[config.mk]
export PLATFORM = sky130hd
export DESIGN_NAME = rao_device_flat
export DESIGN_NICKNAME = d
export VERILOG_FILES = /design/src/logic/rao_pkg.sv /design/src/logic/rao_link_if.sv /design/src/logic/rao_device.sv /design/src/flat_wrapper.sv
export SDC_FILE = /design/constraint.sdc
export NUM_CORES = 1
export LEC_CHECK = 0
export CAP_MARGIN = 25
export CELL_PAD_IN_SITES_DETAIL_PLACEMENT = 1
export CELL_PAD_IN_SITES_GLOBAL_PLACEMENT = 1
export CORE_ASPECT_RATIO = 1.2
export CORE_MARGIN = 2
export CORE_UTILIZATION = 40
export CTS_CLUSTER_SIZE = 40
export DETAILED_ROUTE_END_ITERATION = 10
export DONT_BUFFER_PORTS = 1
export GPL_TIMING_DRIVEN = 0
export PLACE_DENSITY_LB_ADDON = 0.1
export SETUP_SLACK_MARGIN = 0.02
export SYNTH_ARGS = -nofsm -noshare
export SYNTH_HDL_FRONTEND = slang
export SYNTH_SLANG_ARGS = --single-unit
[constraint.sdc]
create_clock -name clk -period 4.1 [get_ports clk]
set_clock_uncertainty 0.05 [all_clocks]
set_input_delay 1.23 -clock clk [delete_from_list [all_inputs] [get_ports clk]]
set_output_delay 1.23 -clock clk [all_outputs]
set_load 0.03 [all_outputs]
[src/logic/rao_pkg.sv]
// Shared constants, types and decode helpers for the alarm/output register block
package rao_pkg;
	localparam int ADDR_W = 4;
	localparam int DATA_W = 24;

	// Device register indices on the link
	localparam logic [3:0] REG_MODE    = 4'h0;
	localparam logic [3:0] REG_ALM1    = 4'h1;
	localparam logic [3:0] REG_ALM2    = 4'h2;
	localparam logic [3:0] REG_CORR    = 4'h3;
	localparam logic [3:0] REG_SCR1    = 4'h4;
	localparam logic [3:0] REG_SCR2    = 4'h5;
	localparam logic [3:0] REG_SCR3    = 4'h6;
	localparam logic [3:0] REG_UPCNT   = 4'h7;
	localparam logic [3:0] REG_ADATE1  = 4'h8;
	localparam logic [3:0] REG_ADATE2  = 4'h9;
	localparam logic [3:0] REG_STATUS  = 4'ha;

	localparam logic [7:0]  MODE_POR   = 8'h80;
	localparam logic [23:0] ALM1_POR   = 24'h000080;
	localparam logic [7:0]  CORR_NONE  = 8'h00;

	// Mode register bit positions
	localparam int MB_A2AE = 1;
	localparam int MB_ALARM2_MONTH_MATCH_EN = 2;
	localparam int MB_A2FE = 3;
	localparam int MB_FAST = 4;
	localparam int MB_A1AE = 5;
	localparam int MB_ALARM1_MONTH_MATCH_EN = 6;
	localparam int MB_A1FE = 7;

	// Status register bit positions
	localparam int ST_PWR  = 0;
	localparam int ST_HITB = 2;
	localparam int ST_HITA = 3;
	localparam int ST_INIT = 7;

	// Alarm byte layout
	localparam int EN_BIT  = 0;
	localparam int YE_BIT  = 1;
	localparam int FREQ_LO = 3;
	localparam logic [7:0] WDAY_MASK = 8'he0;
	localparam logic [7:0] HM_MASK   = 8'hfe;
	localparam logic [7:0] YEAR_MASK = 8'hff;
	localparam logic [7:0] MON_MASK  = 8'hf8;
	localparam logic [7:0] DAY_MASK  = 8'hfc;

	localparam logic [5:0] SEC_HALF  = 6'h1e;
	localparam logic [5:0] SEC_LAST  = 6'h3b;
	localparam logic [3:0] BCD_NINE  = 4'h9;
	localparam logic [3:0] DAY_U_MAX = 4'h1;
	localparam logic [1:0] DAY_T_MAX = 2'h3;

	// Host register byte offsets
	localparam logic [7:0] HA_WDATA   = 8'h00;
	localparam logic [7:0] HA_CMD     = 8'h04;
	localparam logic [7:0] HA_STAT    = 8'h08;
	localparam logic [7:0] HA_RDATA   = 8'h0c;
	localparam logic [7:0] HA_ALMGO   = 8'h10;
	localparam logic [7:0] HA_ALMTIME = 8'h14;
	localparam logic [7:0] HA_ALMDATE = 8'h18;
	localparam int CMD_WR_BIT = 8;
	localparam int GO_CH_BIT  = 8;

	typedef enum logic [2:0] {
		PM_NONE, PM_FREQ, PM_MINEDGE, PM_PERIOD1, PM_ALARM, PM_PERIOD2, PM_CLK32
	} rao_pinmode_type;

	function automatic logic [7:0] rev8(input logic [7:0] b);
		for (int i = 0; i < 8; i++) begin
			rev8[i] = b[7-i];
		end
	endfunction

	function automatic logic fieldOk(input logic en, input logic [7:0] a,
			input logic [7:0] c, input logic [7:0] mask);
		fieldOk = !en || (((a ^ c) & mask) == 8'h00);
	endfunction

	function automatic rao_pinmode_type decodeMode(input logic fast, input logic ae,
			input logic me, input logic fe, input logic pinA);
		if (fast && pinA) begin
			decodeMode = PM_CLK32;
		end else if (!me && fe) begin
			decodeMode = PM_FREQ;
		end else if (me && !fe) begin
			decodeMode = PM_MINEDGE;
		end else if (me && fe) begin
			decodeMode = (ae && pinA) ? PM_PERIOD2 : PM_PERIOD1;
		end else begin
			decodeMode = ae ? PM_ALARM : PM_NONE;
		end
	endfunction
endpackage

[src/logic/rao_link_if.sv]
// Register link and open-drain interrupt pins between host and device
interface rao_link_if;
	logic        req;
	logic        wr;
	logic [3:0]  addr;
	logic [23:0] wdata;
	logic        ack;
	logic [23:0] rdata;
	logic        irqAOut;
	logic        irqAOeN;
	logic        irqBOut;
	logic        irqBOeN;
	logic        irqALevel;
	logic        irqBLevel;

	// Pull-up resolves the open-drain wire
	assign irqALevel = irqAOeN ? 1'b1 : irqAOut;
	assign irqBLevel = irqBOeN ? 1'b1 : irqBOut;

	modport dev (input req, wr, addr, wdata,
		output ack, rdata, irqAOut, irqAOeN, irqBOut, irqBOeN);
	modport host (output req, wr, addr, wdata,
		input ack, rdata, irqALevel, irqBLevel);
endinterface

[src/logic/rao_device.sv]
// Device end: interrupt pin modes, alarm/frequency registers, scratch and up counter
//
// Functional notes
// Fast select low decodes none, frequency, edge
// Remaining codes give periodic1, alarm, periodic2
// Fast select high outputs 32.768 kHz clock on pin A only
// Data register is alarm time or frequency
// Alarm bytes: weekday, hour, minute in BCD
// Bit B0 of each byte enables match
// Bits B7..B3 select frequencies, ANDed together
// Low three bits are plain scratch storage
// 1 Hz output follows seconds counter phase
// Correction byte zero means no correction
// Three independent scratch bytes
// 24-bit up counter, zero at power-on
// Soft init leaves up counter running
// Up counter reads bit-reversed per byte
// Date expansion with per-field enables
// Power-on loads documented register values
// Power-on flags and outputs 1 Hz
// Soft init clears flag and frequency mode
// Host initializes on reading flag set
// Host reports missing power-on flag
// Host sets alarm mode before alarm data
// Host refuses nonexistent alarm day
// Alarm holds pin low until enable cleared
module rao_device
	import rao_pkg::*;
(
	input  wire logic       clk,
	input  wire logic       rst_b,
	rao_link_if.dev         link,
	input  wire logic       clk32kLevel,
	input  wire logic       oneHzLevel,
	input  wire logic [3:0] freqTaps,
	input  wire logic       secondTick,
	input  wire logic       minuteTick,
	input  wire logic [7:0] curWeekday,
	input  wire logic [7:0] curHour,
	input  wire logic [7:0] curMinute,
	input  wire logic [7:0] curYear,
	input  wire logic [7:0] curMonth,
	input  wire logic [7:0] curDay
);
	typedef struct packed {
		logic [7:0]       mode;
		logic [1:0][23:0] almTime;
		logic [1:0][23:0] almDate;
		logic [7:0]       corr;
		logic [2:0][7:0]  scratch;
		logic [23:0]      upCnt;
		logic             pwrFlag;
		logic             ack;
		logic [23:0]      rdata;
		logic [5:0]       secCnt;
		logic [1:0]       matchPrev;
		logic [1:0]       hit;
		logic [1:0]       minLatch;
		logic [1:0]       pinLow;
	} rao_dev_state_type;

	localparam rao_dev_state_type DEV_POR = '{
		mode:    MODE_POR,
		almTime: {24'h000000, ALM1_POR},
		pwrFlag: 1'b1,
		default: '0
	};
	localparam rao_dev_state_type DEV_INIT = '{default: '0};

	rao_dev_state_type s_r;
	rao_dev_state_type s_nxt;
	rao_pinmode_type   pm [2];
	logic [1:0]        match;
	logic [1:0]        freqOut;

	always_comb begin
		logic [23:0] t;
		logic [23:0] d;
		logic [23:0] keepCnt;
		t = '0;
		d = '0;
		keepCnt = '0;
		s_nxt = s_r;
		s_nxt.ack = link.req & ~s_r.ack;

		// Second position within the minute, for the periodic modes
		if (minuteTick) begin
			s_nxt.secCnt = '0;
		end else if (secondTick && s_r.secCnt != SEC_LAST) begin
			s_nxt.secCnt = s_r.secCnt + 6'h01;
		end
		if (minuteTick) begin
			s_nxt.upCnt = s_r.upCnt + 24'h000001;
		end

		pm[0] = decodeMode(s_r.mode[MB_FAST], s_r.mode[MB_A1AE],
			s_r.mode[MB_ALARM1_MONTH_MATCH_EN], s_r.mode[MB_A1FE], 1'b1);
		pm[1] = decodeMode(1'b0, s_r.mode[MB_A2AE],
			s_r.mode[MB_ALARM2_MONTH_MATCH_EN], s_r.mode[MB_A2FE], 1'b0);

		for (int i = 0; i < 2; i++) begin
			t = s_r.almTime[i];
			d = s_r.almDate[i];
			match[i] = fieldOk(t[16+EN_BIT], t[23:16], curWeekday, WDAY_MASK)
				& fieldOk(t[8+EN_BIT], t[15:8], curHour, HM_MASK)
				& fieldOk(t[EN_BIT], t[7:0], curMinute, HM_MASK)
				& fieldOk(d[8+YE_BIT], d[23:16], curYear, YEAR_MASK)
				& fieldOk(d[8+EN_BIT], d[15:8], curMonth, MON_MASK)
				& fieldOk(d[EN_BIT], d[7:0], curDay, DAY_MASK);
			// Unselected sources count as high; B7 is the seconds-phased 1 Hz
			freqOut[i] = &({oneHzLevel, freqTaps} | ~t[7:FREQ_LO]);
			s_nxt.matchPrev[i] = match[i];
			// Only a fresh match fires: re-enabling inside a match stays quiet
			s_nxt.hit[i] = (pm[i] == PM_ALARM)
				& (s_r.hit[i] | (match[i] & ~s_r.matchPrev[i]));
			s_nxt.minLatch[i] = (pm[i] == PM_MINEDGE) & (s_r.minLatch[i] | minuteTick);
			unique case (pm[i])
				PM_NONE:    s_nxt.pinLow[i] = 1'b0;
				PM_FREQ:    s_nxt.pinLow[i] = ~freqOut[i];
				PM_MINEDGE: s_nxt.pinLow[i] = s_r.minLatch[i];
				PM_PERIOD1: s_nxt.pinLow[i] = (s_r.secCnt < SEC_HALF);
				PM_ALARM:   s_nxt.pinLow[i] = s_r.hit[i];
				PM_PERIOD2: s_nxt.pinLow[i] = (s_r.secCnt == 6'h00);
				PM_CLK32:   s_nxt.pinLow[i] = ~clk32kLevel;
				default:    s_nxt.pinLow[i] = 1'b0;
			endcase
		end

		if (s_nxt.ack) begin
			unique case (link.addr)
				REG_MODE:   s_nxt.rdata = {16'h0000, s_r.mode};
				REG_ALM1:   s_nxt.rdata = s_r.almTime[0];
				REG_ALM2:   s_nxt.rdata = s_r.almTime[1];
				REG_CORR:   s_nxt.rdata = {16'h0000, s_r.corr};
				REG_SCR1:   s_nxt.rdata = {16'h0000, s_r.scratch[0]};
				REG_SCR2:   s_nxt.rdata = {16'h0000, s_r.scratch[1]};
				REG_SCR3:   s_nxt.rdata = {16'h0000, s_r.scratch[2]};
				REG_UPCNT:  s_nxt.rdata = {rev8(s_r.upCnt[23:16]), rev8(s_r.upCnt[15:8]),
					rev8(s_r.upCnt[7:0])};
				REG_ADATE1: s_nxt.rdata = s_r.almDate[0];
				REG_ADATE2: s_nxt.rdata = s_r.almDate[1];
				REG_STATUS: s_nxt.rdata = {20'h00000, s_r.hit[0], s_r.hit[1],
					1'b0, s_r.pwrFlag};
				default:    s_nxt.rdata = '0;
			endcase
			if (link.wr) begin
				unique case (link.addr)
					REG_MODE:   s_nxt.mode = link.wdata[7:0];
					REG_ALM1:   s_nxt.almTime[0] = link.wdata;
					REG_ALM2:   s_nxt.almTime[1] = link.wdata;
					REG_CORR:   s_nxt.corr = link.wdata[7:0];
					REG_SCR1:   s_nxt.scratch[0] = link.wdata[7:0];
					REG_SCR2:   s_nxt.scratch[1] = link.wdata[7:0];
					REG_SCR3:   s_nxt.scratch[2] = link.wdata[7:0];
					REG_ADATE1: s_nxt.almDate[0] = link.wdata;
					REG_ADATE2: s_nxt.almDate[1] = link.wdata;
					default: ;
				endcase
				if (link.addr == REG_STATUS && link.wdata[ST_INIT]) begin
					// Counter survives and ack stays set; everything else returns to zero
					keepCnt = s_nxt.upCnt;
					s_nxt = DEV_INIT;
					s_nxt.upCnt = keepCnt;
					s_nxt.ack = 1'b1;
				end
			end else if (link.addr == REG_STATUS) begin
				s_nxt.pwrFlag = 1'b0;
			end
		end
	end

	always_ff @(posedge clk or negedge rst_b) begin
		if (!rst_b) begin
			s_r <= DEV_POR;
		end else begin
			s_r <= s_nxt;
		end
	end

	assign link.ack     = s_r.ack;
	assign link.rdata   = s_r.rdata;
	assign link.irqAOut = 1'b0;
	assign link.irqBOut = 1'b0;
	assign link.irqAOeN = ~s_r.pinLow[0];
	assign link.irqBOeN = ~s_r.pinLow[1];
endmodule

[src/flat_wrapper.sv]
// flat-port wrapper written by rule: the top's interface ports become plain ports
module rao_device_flat import rao_pkg::*;
  (clk, rst_b, clk32kLevel, oneHzLevel, freqTaps, secondTick, minuteTick, curWeekday, curHour, curMinute, curYear, curMonth, curDay, link_req, link_wr, link_addr, link_wdata, link_ack, link_rdata, link_irqAOut, link_irqAOeN, link_irqBOut, link_irqBOeN);
  rao_link_if link_i ();
  input  wire logic clk;
  input  wire logic rst_b;
  input  wire logic clk32kLevel;
  input  wire logic oneHzLevel;
  input  wire logic [3:0] freqTaps;
  input  wire logic secondTick;
  input  wire logic minuteTick;
  input  wire logic [7:0] curWeekday;
  input  wire logic [7:0] curHour;
  input  wire logic [7:0] curMinute;
  input  wire logic [7:0] curYear;
  input  wire logic [7:0] curMonth;
  input  wire logic [7:0] curDay;
  input wire logic [$bits(link_i.req)-1:0] link_req;
  input wire logic [$bits(link_i.wr)-1:0] link_wr;
  input wire logic [$bits(link_i.addr)-1:0] link_addr;
  input wire logic [$bits(link_i.wdata)-1:0] link_wdata;
  output wire logic [$bits(link_i.ack)-1:0] link_ack;
  output wire logic [$bits(link_i.rdata)-1:0] link_rdata;
  output wire logic [$bits(link_i.irqAOut)-1:0] link_irqAOut;
  output wire logic [$bits(link_i.irqAOeN)-1:0] link_irqAOeN;
  output wire logic [$bits(link_i.irqBOut)-1:0] link_irqBOut;
  output wire logic [$bits(link_i.irqBOeN)-1:0] link_irqBOeN;
  assign link_i.req = link_req;
  assign link_i.wr = link_wr;
  assign link_i.addr = link_addr;
  assign link_i.wdata = link_wdata;
  assign link_ack = link_i.ack;
  assign link_rdata = link_i.rdata;
  assign link_irqAOut = link_i.irqAOut;
  assign link_irqAOeN = link_i.irqAOeN;
  assign link_irqBOut = link_i.irqBOut;
  assign link_irqBOeN = link_i.irqBOeN;
  rao_device u_core (.clk(clk), .rst_b(rst_b), .link(link_i), .clk32kLevel(clk32kLevel), .oneHzLevel(oneHzLevel), .freqTaps(freqTaps), .secondTick(secondTick), .minuteTick(minuteTick), .curWeekday(curWeekday), .curHour(curHour), .curMinute(curMinute), .curYear(curYear), .curMonth(curMonth), .curDay(curDay));
endmodule
==> metrics, run 1 <==
status=complete, no violations; number of antenna cells inserted=0; Area Overhead vs Synth=9.819%; slew at the pin closest to its max-slew limit=between 900 and 1000 ps; Top-Level Pins=approximately 120; Max-Cap Viols=0; number of buffers on the longest clock path=2; prevailing post-synth register cell=sky130_fd_sc_hd__dfrtp_1; Power Total=5.135 mW; initial core utilization=40.90%; DIE WIDTH=around 150 um; Setup Crit Path Kind=in -> reg; wire length per cell=29.14 um; worst path required time=~4400 ps; setup fix buffers added after clock tree synthesis=0; Max-slew headroom=36.76%; hold_ws=approximately 420 ps; Post-Synthesis Cells=about 890; TritonCTS buffer count=17; TritonCTS clock tree=built; first-pass GRT wire length=between 50000 and 60000 um; delay of the slowest critical-path stage=roughly 610 ps; distinct cell type count after synthesis=67; Routed Antenna Nets=0; cell depth of the worst setup path=6; DRT Pass-1 Iters=7; maximum vdd ir drop=0.2943 mV; cell area power density=about 460 nW/um^2; register clock-pin slew on the reported worst setup and hold paths=approximately 70 ps; Layout fillers=roughly 2700; worst-path maximum fanout=10; critical path, cell by cell=buf_4 -> nor4b_4 -> clkbuf_1 -> a22oi_1 -> o2111ai_1 -> a22o_1; Synth area leader=sky130_fd_sc_hd__dfrtp_1; mux share of post-synthesis cell area=less than 1%; via total after detailed routing=around 8000; worst min-delay path category=in -> async; buffers plus inverters on the worst setup path=2; leakage component of the power=just under 5 nW; post-route clock period utilization=about three quarters; number of warnings issued by yosys=0; full die area=26690 um^2; clock root cell=sky130_fd_sc_hd__clkbuf_16; Final setup violation count=0; Peak Freq=0.3267 GHz; post-synthesis simple-gate area fraction=about a tenth; flip-flop and latch count after synthesis=200; number of clock sinks=200; FF-to-FF path depth=6; top-area cell type share of the netlist area=between 40% and 50%; critical path launch point type=input pin; Final Instance Area=between 10000 and 15000 um^2; HPWL Detailed=around 27000 um; EDFF count, synth=0; drt first-iter violations=roughly 670; deepest level of the CTS H-tree=4; via density per instance=roughly 6.4; fraction of the yosys area taken by sequential cells=49.32%; nets@finish=between 1000 and 1500; dominant cells by area after synthesis=sky130_fd_sc_hd__dfrtp_1 (49%), sky130_fd_sc_hd__a32o_1 (7.1%), sky130_fd_sc_hd__a22o_1 (6.6%); most used cells in the layout excluding fill and tap cells=sky130_fd_sc_hd__dfrtp_1 (197), sky130_fd_sc_hd__a22o_1 (76), sky130_fd_sc_hd__a32o_1 (72); number of global-route vias before repair=approximately 8600; share of final-layout standard cells stronger than drive strength 1=about 14%; area share of xor/xnor cells in the synthesized design=8.624%; syn avg cell area=11.40 um^2; quantity of I/O buffers inserted on ports=0; setup_tns=0 ps; kind of capture point of the worst setup path=flop; number of cell rows=between 60 and 70; crit path time final=between 3000 and 4000 ps; core outline area=between 20000 and 25000 um^2; Critical Path Slowest Stage Cell=sky130_fd_sc_hd__clkbuf_1; worst-case setup slack after placement=around 640 ps; compound-gate portion of the synthesized area=between 20% and 30%; final setup slack of the worst path=around 1000 ps; leading cell type in the layout, fill and taps excluded=sky130_fd_sc_hd__dfrtp_1; All-Layer GR Usage=approximately 28%; main combinational cell family by area after synthesis=compound AO/OA/AOI/OAI gates; Skew-Pair Late Insertion Delay=about 450 ps; chip height=approximately 180 um; RSZ-0062 raised after global routing=false; share of synthesized cell area in full adder, half adder and majority cells=around 1.2%; total overflow reported by the global router=0; # hold bufs at CTS=0; total detailed-routing wirelength=36400 um; Final Hold Fails=0; CP top delay family=compound AO/OA/AOI/OAI gates; ys async rst share=100.0%; total standard cell area after synthesis=just over 10000 um^2; # DRC=0; maximum number of pins on one net before global-route repair=~200; antenna violations before repair=0; Placer Congestion=approximately 0.95; post-cts resize count=0; max-slew violations=0; CP arrival=3390 ps; area post-placement=roughly 11000 um^2
==> cells by family after synthesis <==
group           after synthesis
compound gates              296
flops                       200
simple gates                157
buf+inv                     121
xor+xnor                    100
fa+ha+maj                    10
mux                           6
other cells                   1
==> worst paths after layout <==
kind	from	endpoint	slack, ps
hold reg to reg	u_core.s_r[63]$_DFFE_PN0P_	u_core.s_r[63]$_DFFE_PN0P_	430
hold / removal	rst_b	u_core.s_r[8]$_DFF_PN0_	420
max in group asynchronous	rst_b	u_core.link.rdata[12]$_DFFE_PN0P_	3160
min in group clk	u_core.s_r[63]$_DFFE_PN0P_	u_core.s_r[63]$_DFFE_PN0P_	430
setup reg to reg	u_core.link.ack$_DFF_PN0_	u_core.s_r[158]$_DFFE_PN0P_	1320
setup / recovery	link_addr[0]	u_core.link.rdata[2]$_DFFE_PN0P_	1040
==> synthesized netlist by cell type (8+ instances only) <==
cell / number
sky130_fd_sc_hd__clkbuf_1: 22
sky130_fd_sc_hd__nand3_1: 19
sky130_fd_sc_hd__a22oi_1: 32
sky130_fd_sc_hd__and2_1: 8
sky130_fd_sc_hd__o31ai_1: 8
sky130_fd_sc_hd__inv_1: 23
sky130_fd_sc_hd__o21ai_0: 13
sky130_fd_sc_hd__nor2_1: 21
sky130_fd_sc_hd__xnor2_1: 64
sky130_fd_sc_hd__nand4_1: 22
sky130_fd_sc_hd__buf_2: 40
sky130_fd_sc_hd__a21oi_1: 20
sky130_fd_sc_hd__nor3_1: 11
sky130_fd_sc_hd__xor2_1: 36
sky130_fd_sc_hd__a21o_1: 15
sky130_fd_sc_hd__dfrtp_1: 197
sky130_fd_sc_hd__a32o_1: 72
sky130_fd_sc_hd__a222oi_1: 20
sky130_fd_sc_hd__a22o_1: 76
sky130_fd_sc_hd__ha_1: 10
sky130_fd_sc_hd__buf_4: 34
sky130_fd_sc_hd__nand2_1: 27
==> metrics by stage <==
stage	instances	util (%)
2_1_floorplan	892	-
3_3_place_gp	1217	42.55
3_5_place_dp	1217	42.55
4_1_cts	1249	44.92
5_1_grt	1249	44.92
6_report	1249	44.92
==> layout make-up <==
class / count / area, um^2 / area share, %
clock inverter: 14 / 157.7 / 1.414
multi-input combinational: 571 / 4512 / 40.45
buffer: 98 / 553.0 / 4.958
inverter: 23 / 86.33 / 0.7741
clock buffer: 18 / 429.2 / 3.848
tap: 325 / 406.6 / 3.646
sequential: 200 / 5009 / 44.91
==> metal layers <==
metal | wire, um | up-vias | global-route usage (%) | part of all wire, %
met5 | 0 | - | 0 | 0
met4 | 2035 | 0 | 14.80 | 5.6
met1 | 13790 | 4172 | 32.82 | 38
met3 | 2141 | 95 | 6.113 | 5.9
li1 | - | 3441 | - | -
met2 | 18430 | 310 | 48.66 | 51
==> worst register-to-register path, stage by stage (launching register included) <==
cell	delay, ps
sky130_fd_sc_hd__dfrtp_1	500
sky130_fd_sc_hd__and3b_1	260
sky130_fd_sc_hd__clkbuf_1	500
sky130_fd_sc_hd__buf_2	380
sky130_fd_sc_hd__o21ai_1	280
sky130_fd_sc_hd__clkbuf_1	390
sky130_fd_sc_hd__a32o_1	320
==> sequential cells by signal (all words and copies together) (netlist names) <==
name and flops:
u_core.s_r 175, u_core.link.ack 1, u_core.link.rdata 24
==> where the power goes <==
part	internal (mW)	switching [mW]
clock	0.952	0.783
combinational	0.407	0.405
sequential	2.25	0.334
total	3.61	1.52
Power figures use the tool's default switching activity.
==> run 2, diff against run 1 <==
==> constraint.sdc (replaced) <==
create_clock -name clk -period 2.6 [get_ports clk]
set_clock_uncertainty 0.05 [all_clocks]
set_input_delay 0.78 -clock clk [delete_from_list [all_inputs] [get_ports clk]]
set_output_delay 0.78 -clock clk [all_outputs]
set_load 0.03 [all_outputs]
==> run 2 against run 1 <==
Net effect:
- worst hold slack worse by 440 ps
- routed wire length is 0.24% higher
- final area hardly changed
- sequential power is 58% higher
- clock power is 57% higher
- flip-flop and latch count stayed put
- core utilization hardly changed
- critical path type unchanged
- combinational power is 58% higher
- the flow now finishes with violations (hold timing)
- power is 58% higher
- die area stayed put
- first-iteration DRC count is 3.7% higher
==> metrics, run 2 (synthesis gave the netlist of run 1 again) <==
status=finished with violations; violated checks=hold timing; core outline area=24830 um^2 (unchanged); total detailed-routing wirelength=36490 um (+0.24%); share of the core filled with cells=44.94% (about the same); post-route clock period utilization=between 90 and 100%; Top-Level Pins=117 (unchanged); TritonCTS clock tree=built; Area Overhead vs Synth=9.868% (about the same); maximum number of pins on one net before global-route repair=201 (unchanged); Placer Congestion=0.9536 (unchanged); worst-path maximum fanout=10 (unchanged); deepest level of the CTS H-tree=4 (unchanged); full die area=26690 um^2 (unchanged); maximum vdd ir drop=0.4551 mV (+55%); register clock-pin slew on the reported worst setup and hold paths=70 ps (about the same); number of antenna cells inserted=0 (unchanged); Final setup violation count=0 (unchanged); most flop-heavy register=u_core.s_r; FF-to-FF path depth=5 (-1); FF-to-FF Start=u_core.link.ack$_DFF_PN0_; flop2flop setup slack=160 ps (-1160 ps); HPWL Detailed=26790 um (unchanged); Final Hold Fails=9 (+9); antenna violations before repair=0 (unchanged); total overflow reported by the global router=0 (unchanged); Layout fillers=2677 (+0.22%); CP arrival=2880 ps (-510 ps); kind of capture point of the worst setup path=flop; register area=5009 um^2 (unchanged); quantity of I/O buffers inserted on ports=0 (unchanged); Setup Crit Path Kind=in -> reg; Max-Cap Viols=0 (unchanged); max-slew violations=0 (unchanged); Routed Antenna Nets=0 (unchanged); hold_ws=-25.30 ps (-443.2 ps); clock root cell=sky130_fd_sc_hd__clkbuf_16; share of final-layout standard cells stronger than drive strength 1=13.98% (+0.34 points); first-pass GRT wire length=55040 um (about the same); slew at the pin closest to its max-slew limit=895.2 ps (-41.25 ps); via total after detailed routing=8004 (-0.17%); GRT met2 Usage=48.70% (about the same); worst path required time=2930 ps (-1500 ps); # DRC=0 (unchanged); DIE WIDTH=149.5 um (unchanged); leakage component of the power=4.903 nW (about the same); number of buffers on the longest clock path=2 (unchanged); Peak Freq=around 0.39 GHz; TritonCTS buffer count=17 (unchanged); most crowded layer after global routing=met2; most used cells in the layout excluding fill and tap cells=sky130_fd_sc_hd__dfrtp_1 (197), sky130_fd_sc_hd__a22o_1 (76), sky130_fd_sc_hd__a32o_1 (72); drt first-iter violations=694 (+3.7%); nets@finish=1008 (-0.099%); met1 Use GR=32.79% (-0.033 points); leading cell type in the layout, fill and taps excluded=sky130_fd_sc_hd__dfrtp_1; met3 usage=6.113% (unchanged); number of clock sinks=200 (unchanged); number of global-route vias before repair=8540 (-0.20%); via density per instance=6.413 (about the same); crit path time final=roughly 2600 ps; reg-to-reg endpoint=u_core.s_r[158]$_DFFE_PN0P_; setup_tns=0 ps (unchanged); number of cell rows=63 (unchanged); wire length per cell=29.24 um (+0.32%); setup fix buffers added after clock tree synthesis=0 (unchanged); cell area power density=725.0 nW/um^2 (+57%); critical path launch point type=input pin; RSZ-0062 raised after global routing=false; DRT Pass-1 Iters=8 (+1); chip height=178.6 um (unchanged); All-Layer GR Usage=28.21% (about the same); Skew-Pair Late Insertion Delay=450 ps (about the same); Max-slew headroom=39.54% (+2.8 points); area of combinational cells with multiple inputs=4519 um^2 (+0.17%); initial core utilization=40.90% (unchanged); worst min-delay path category=in -> async; max reg flops=175 (unchanged)
[run 2: power by group]
part | leakage [nW] | internal, mW | switching (mW)
combinational | 1.96 | 0.643 | 0.639
clock | 0.277 | 1.50 | 1.22
sequential | 2.66 | 3.55 | 0.525
total | 4.90 | 5.70 | 2.39
[run 2: cell type report]
type | instances | area share (%)
clock inverters | 14 | 1.413
flip-flops and latches | 200 | 44.89
clock buffers | 18 | 3.846
well taps | 325 | 3.644
inverters | 23 | 0.7737
plain buffers | 97 | 4.934
multi-input cells | 571 | 40.50
[run 2: critical path, cell delays in order]
cell	delay [ps]
sky130_fd_sc_hd__buf_4	170
sky130_fd_sc_hd__nor4b_2	560
sky130_fd_sc_hd__clkbuf_1	630
sky130_fd_sc_hd__a22oi_1	300
sky130_fd_sc_hd__o2111ai_1	260
sky130_fd_sc_hd__a22o_1	170
[run 2: per-layer routing]
metal,up-vias,routed length (um)
met4,0,1912
li1,3439,-
met5,-,0
met3,82,1990
met2,278,18720
met1,4205,13870
[run 2: worst max path at each step]
stage,cells after the start,startpoint,slack (ps),endpoint
6_report,6,link_addr[2],50,u_core.link.rdata[2]$_DFFE_PN0P_
5_1_grt,6,link_addr[2],20,u_core.link.rdata[2]$_DFFE_PN0P_
4_1_cts,5,u_core.link.ack$_DFF_PN0_,40,u_core.s_r[155]$_DFFE_PN0P_
3_5_place_dp,6,link_addr[0],-410,u_core.link.rdata[2]$_DFFE_PN0P_
3_3_place_gp,6,link_addr[0],-410,u_core.link.rdata[2]$_DFFE_PN0P_
2_1_floorplan,7,link_addr[2],440,u_core.link.rdata[1]$_DFFE_PN0P_
[run 2: repair_timing]
item	4_1_cts	5_1_grt
endpoints found under the setup margin	64	28
hold endpoints to repair	197	197
gates resized for setup	0	4
[run 2: metrics by stage]
stage	cells	power, mW	cell area [um^2]	worst slack (ps)
finish	1248	8.090	11160	46.31
floorplan	892	4.912	10160	437.6
CTS	1248	8.132	11150	44.65
detailed placement	1217	5.400	10570	-406.6
global route	1248	8.421	11160	24.65
global placement	1217	5.338	10570	-414.4
==> run 3, diff against run 2 <==
--- a/config.mk
+++ b/config.mk
@@ -15,7 +15,7 @@
 export DETAILED_ROUTE_END_ITERATION = 10
 export DONT_BUFFER_PORTS = 1
 export GPL_TIMING_DRIVEN = 0
-export PLACE_DENSITY_LB_ADDON = 0.1
+export PLACE_DENSITY = 0.66
 export SETUP_SLACK_MARGIN = 0.02
 export SYNTH_ARGS = -nofsm -noshare
 export SYNTH_HDL_FRONTEND = slang
==> run 3 against run 2 <==
Net effect:
- the flow still finishes with violations (hold timing)
- global-route usage decreased by 0.61 points
- via count increased by 0.14%
- sequential share of layout area about the same
- die area unchanged
- power decreased by 0.48%
- count of clock-buffer cells in the layout unchanged
==> metrics, run 3 (synthesis gave the netlist of run 1 again) <==
status=finished with violations; violated checks=hold timing; register clock-pin slew on the reported worst setup and hold paths=70 ps (about the same); setup fix buffers added after clock tree synthesis=0 (unchanged); Skew-Pair Late Insertion Delay=460 ps (about the same); Placer Congestion=0.8711 (-8.7%); antenna violations before repair=0 (unchanged); first-pass GRT wire length=53650 um (-2.5%); slew at the pin closest to its max-slew limit=880.0 ps (-15.16 ps); cell area power density=722.1 nW/um^2 (-0.40%); Critical Path Start=u_core.link.ack$_DFF_PN0_; buffers plus inverters on the worst setup path=2 (unchanged); maximum vdd ir drop=0.4060 mV (-11%); reg-to-reg endpoint=u_core.link.rdata[15]$_DFFE_PN0P_; clock root cell=sky130_fd_sc_hd__clkbuf_16; delay of the slowest critical-path stage=560 ps (-70 ps); number of buffers on the longest clock path=2 (unchanged); FF-to-FF Start=u_core.link.ack$_DFF_PN0_; cell depth of the worst setup path=6 (unchanged); post-layout instance count excluding filler cells=1248 (unchanged); Area Overhead vs Synth=9.782% (about the same); critical path, cell by cell=nand2b_1 -> clkbuf_1 -> a221o_1 -> buf_4 -> a21oi_1 -> a21o_1; CP arrival=2800 ps (-80 ps); leakage component of the power=4.908 nW (about the same); full die area=26690 um^2 (unchanged); worst path required time=2890 ps (-40 ps); worst min-delay path category=in -> async; number of global-route vias before repair=8303 (-2.8%); worst-path maximum fanout=10 (unchanged); total detailed-routing wirelength=36180 um (-0.84%); RSZ-0062 raised after global routing=false; most flop-heavy register=u_core.s_r; TritonCTS buffer count=17 (unchanged); TritonCTS clock tree=built; core outline area=24830 um^2 (unchanged); critical path launch point type=flop; max reg flops=175 (unchanged); All-Layer GR Usage=27.60% (-0.61 points); Max-Cap Viols=0 (unchanged); DIE WIDTH=149.5 um (unchanged); Critical Path Slowest Stage Cell=sky130_fd_sc_hd__a221o_1; post-route clock period utilization=96.47% (-1.7 points); FF-to-FF path depth=6 (+1); number of cell rows=63 (unchanged); number of clock sinks=200 (unchanged); CP top delay family=compound AO/OA/AOI/OAI gates; HPWL Detailed=25930 um (-3.2%); flop2flop setup slack=90 ps (-70 ps); drt first-iter violations=644 (-7.2%); destination of the critical timing path=u_core.link.rdata[15]$_DFFE_PN0P_; Peak Freq=0.3987 GHz (+1.8%); Final Hold Fails=10 (+1); crit path time final=2508 ps (-45.38 ps); hold_ws=-26.59 ps (-1.293 ps); nets@finish=1008 (unchanged); via total after detailed routing=8015 (+0.14%); leading cell type in the layout, fill and taps excluded=sky130_fd_sc_hd__dfrtp_1; total instance count after detailed placement=1217 (unchanged); Top-Level Pins=117 (unchanged); Max-slew headroom=41.33% (+1.8 points); number of antenna cells inserted=0 (unchanged); via density per instance=6.422 (+0.14%); wire length per cell=28.99 um (-0.84%); most used cells in the layout excluding fill and tap cells=sky130_fd_sc_hd__dfrtp_1 (197), sky130_fd_sc_hd__a22o_1 (76), sky130_fd_sc_hd__a32o_1 (72); max-slew violations=0 (unchanged); chip height=178.6 um (unchanged); deepest level of the CTS H-tree=4 (unchanged); initial core utilization=40.90% (unchanged); maximum number of pins on one net before global-route repair=201 (unchanged); share of final-layout standard cells stronger than drive strength 1=13.98% (unchanged); DRT Pass-1 Iters=8 (unchanged); Power Total=8.051 mW (-0.48%); # DRC=0 (unchanged); quantity of I/O buffers inserted on ports=0 (unchanged); total overflow reported by the global router=0 (unchanged); kind of capture point of the worst setup path=flop; Routed Antenna Nets=0 (unchanged); Final setup violation count=0 (unchanged); Setup Crit Path Kind=reg -> reg
-- run 3: cell types whose count changed in the layout (fill, tap and decap cells not counted) --
cell / change
sky130_fd_sc_hd__clkinv_4: +5
sky130_fd_sc_hd__clkinv_2: -4
sky130_fd_sc_hd__clkinvlp_4: -4
sky130_fd_sc_hd__inv_6: +3
sky130_fd_sc_hd__bufinv_16: -2
sky130_fd_sc_hd__inv_8: +2
sky130_fd_sc_hd__clkbuf_2: -1
sky130_fd_sc_hd__clkbuf_8: +1
-- run 3: per-layer routing --
metal | vias up | track usage, % | wire length, um
met5 | - | 0 | 0
met4 | 0 | 11.98 | 1382
met3 | 71 | 5.192 | 2130
met2 | 306 | 47.86 | 18380
met1 | 4194 | 33.40 | 14290
li1 | 3444 | - | -
-- run 3: metrics by stage --
step / TNS [ps] / util (%) / hold slack, ps / setup slack, ps / cell area (um^2)
2_1_floorplan: 0 / - / 392.5 / 437.6 / 10160
3_5_place_dp: -20330 / 42.55 / 416.8 / -273.0 / 10570
5_1_grt: 0 / 44.90 / -48.96 / 94.80 / 11150
3_3_place_gp: -18190 / 42.55 / 412.8 / -240.2 / 10570
6_report: 0 / 44.90 / -26.59 / 91.68 / 11150
4_1_cts: 0 / 44.87 / -44.21 / 40.51 / 11140
-- run 3: where the power goes --
group | switching, mW | leakage [nW] | internal (mW)
Combinational | 0.635 | 1.96 | 0.641
Sequential | 0.543 | 2.66 | 3.55
Clock | 1.30 | 0.285 | 1.37
-- run 3: worst min path at each step --
| stage | startpoint | endpoint | slack (ps) | cells past startpoint |
|---|---|---|---|---|
| after detailed placement | u_core.link.rdata[21]$_DFFE_PN0P_ | u_core.link.rdata[21]$_DFFE_PN0P_ | 420 | 1 |
| after global placement | u_core.link.rdata[0]$_DFFE_PN0P_ | u_core.link.rdata[0]$_DFFE_PN0P_ | 410 | 1 |
| final | rst_b | u_core.s_r[3]$_DFF_PN0_ | -30 | 0 |
| after CTS | rst_b | u_core.s_r[10]$_DFF_PN0_ | -40 | 0 |
| after global routing | rst_b | u_core.s_r[10]$_DFF_PN0_ | -50 | 0 |
| after floorplan | u_core.s_r[63]$_DFFE_PN0P_ | u_core.s_r[63]$_DFFE_PN0P_ | 390 | 1 |
-- run 3: final cells by class --
type / instances / area, um^2
Buffer: 97 / 549.3
Clock buffer: 18 / 439.2
Clock inverter: 14 / 140.1
Fill cell: 2686 / 13680
Inverter: 23 / 86.33
Multi-Input combinational cell: 571 / 4519
Sequential cell: 200 / 5009
Tap cell: 325 / 406.6
-- run 3: repair_timing --
| item | 4_1_cts | 5_1_grt |
|---|---|---|
| setup endpoints to repair | 80 | 30 |
| gates resized for setup | 0 | 2 |
| hold endpoints to repair | 197 | 137 |
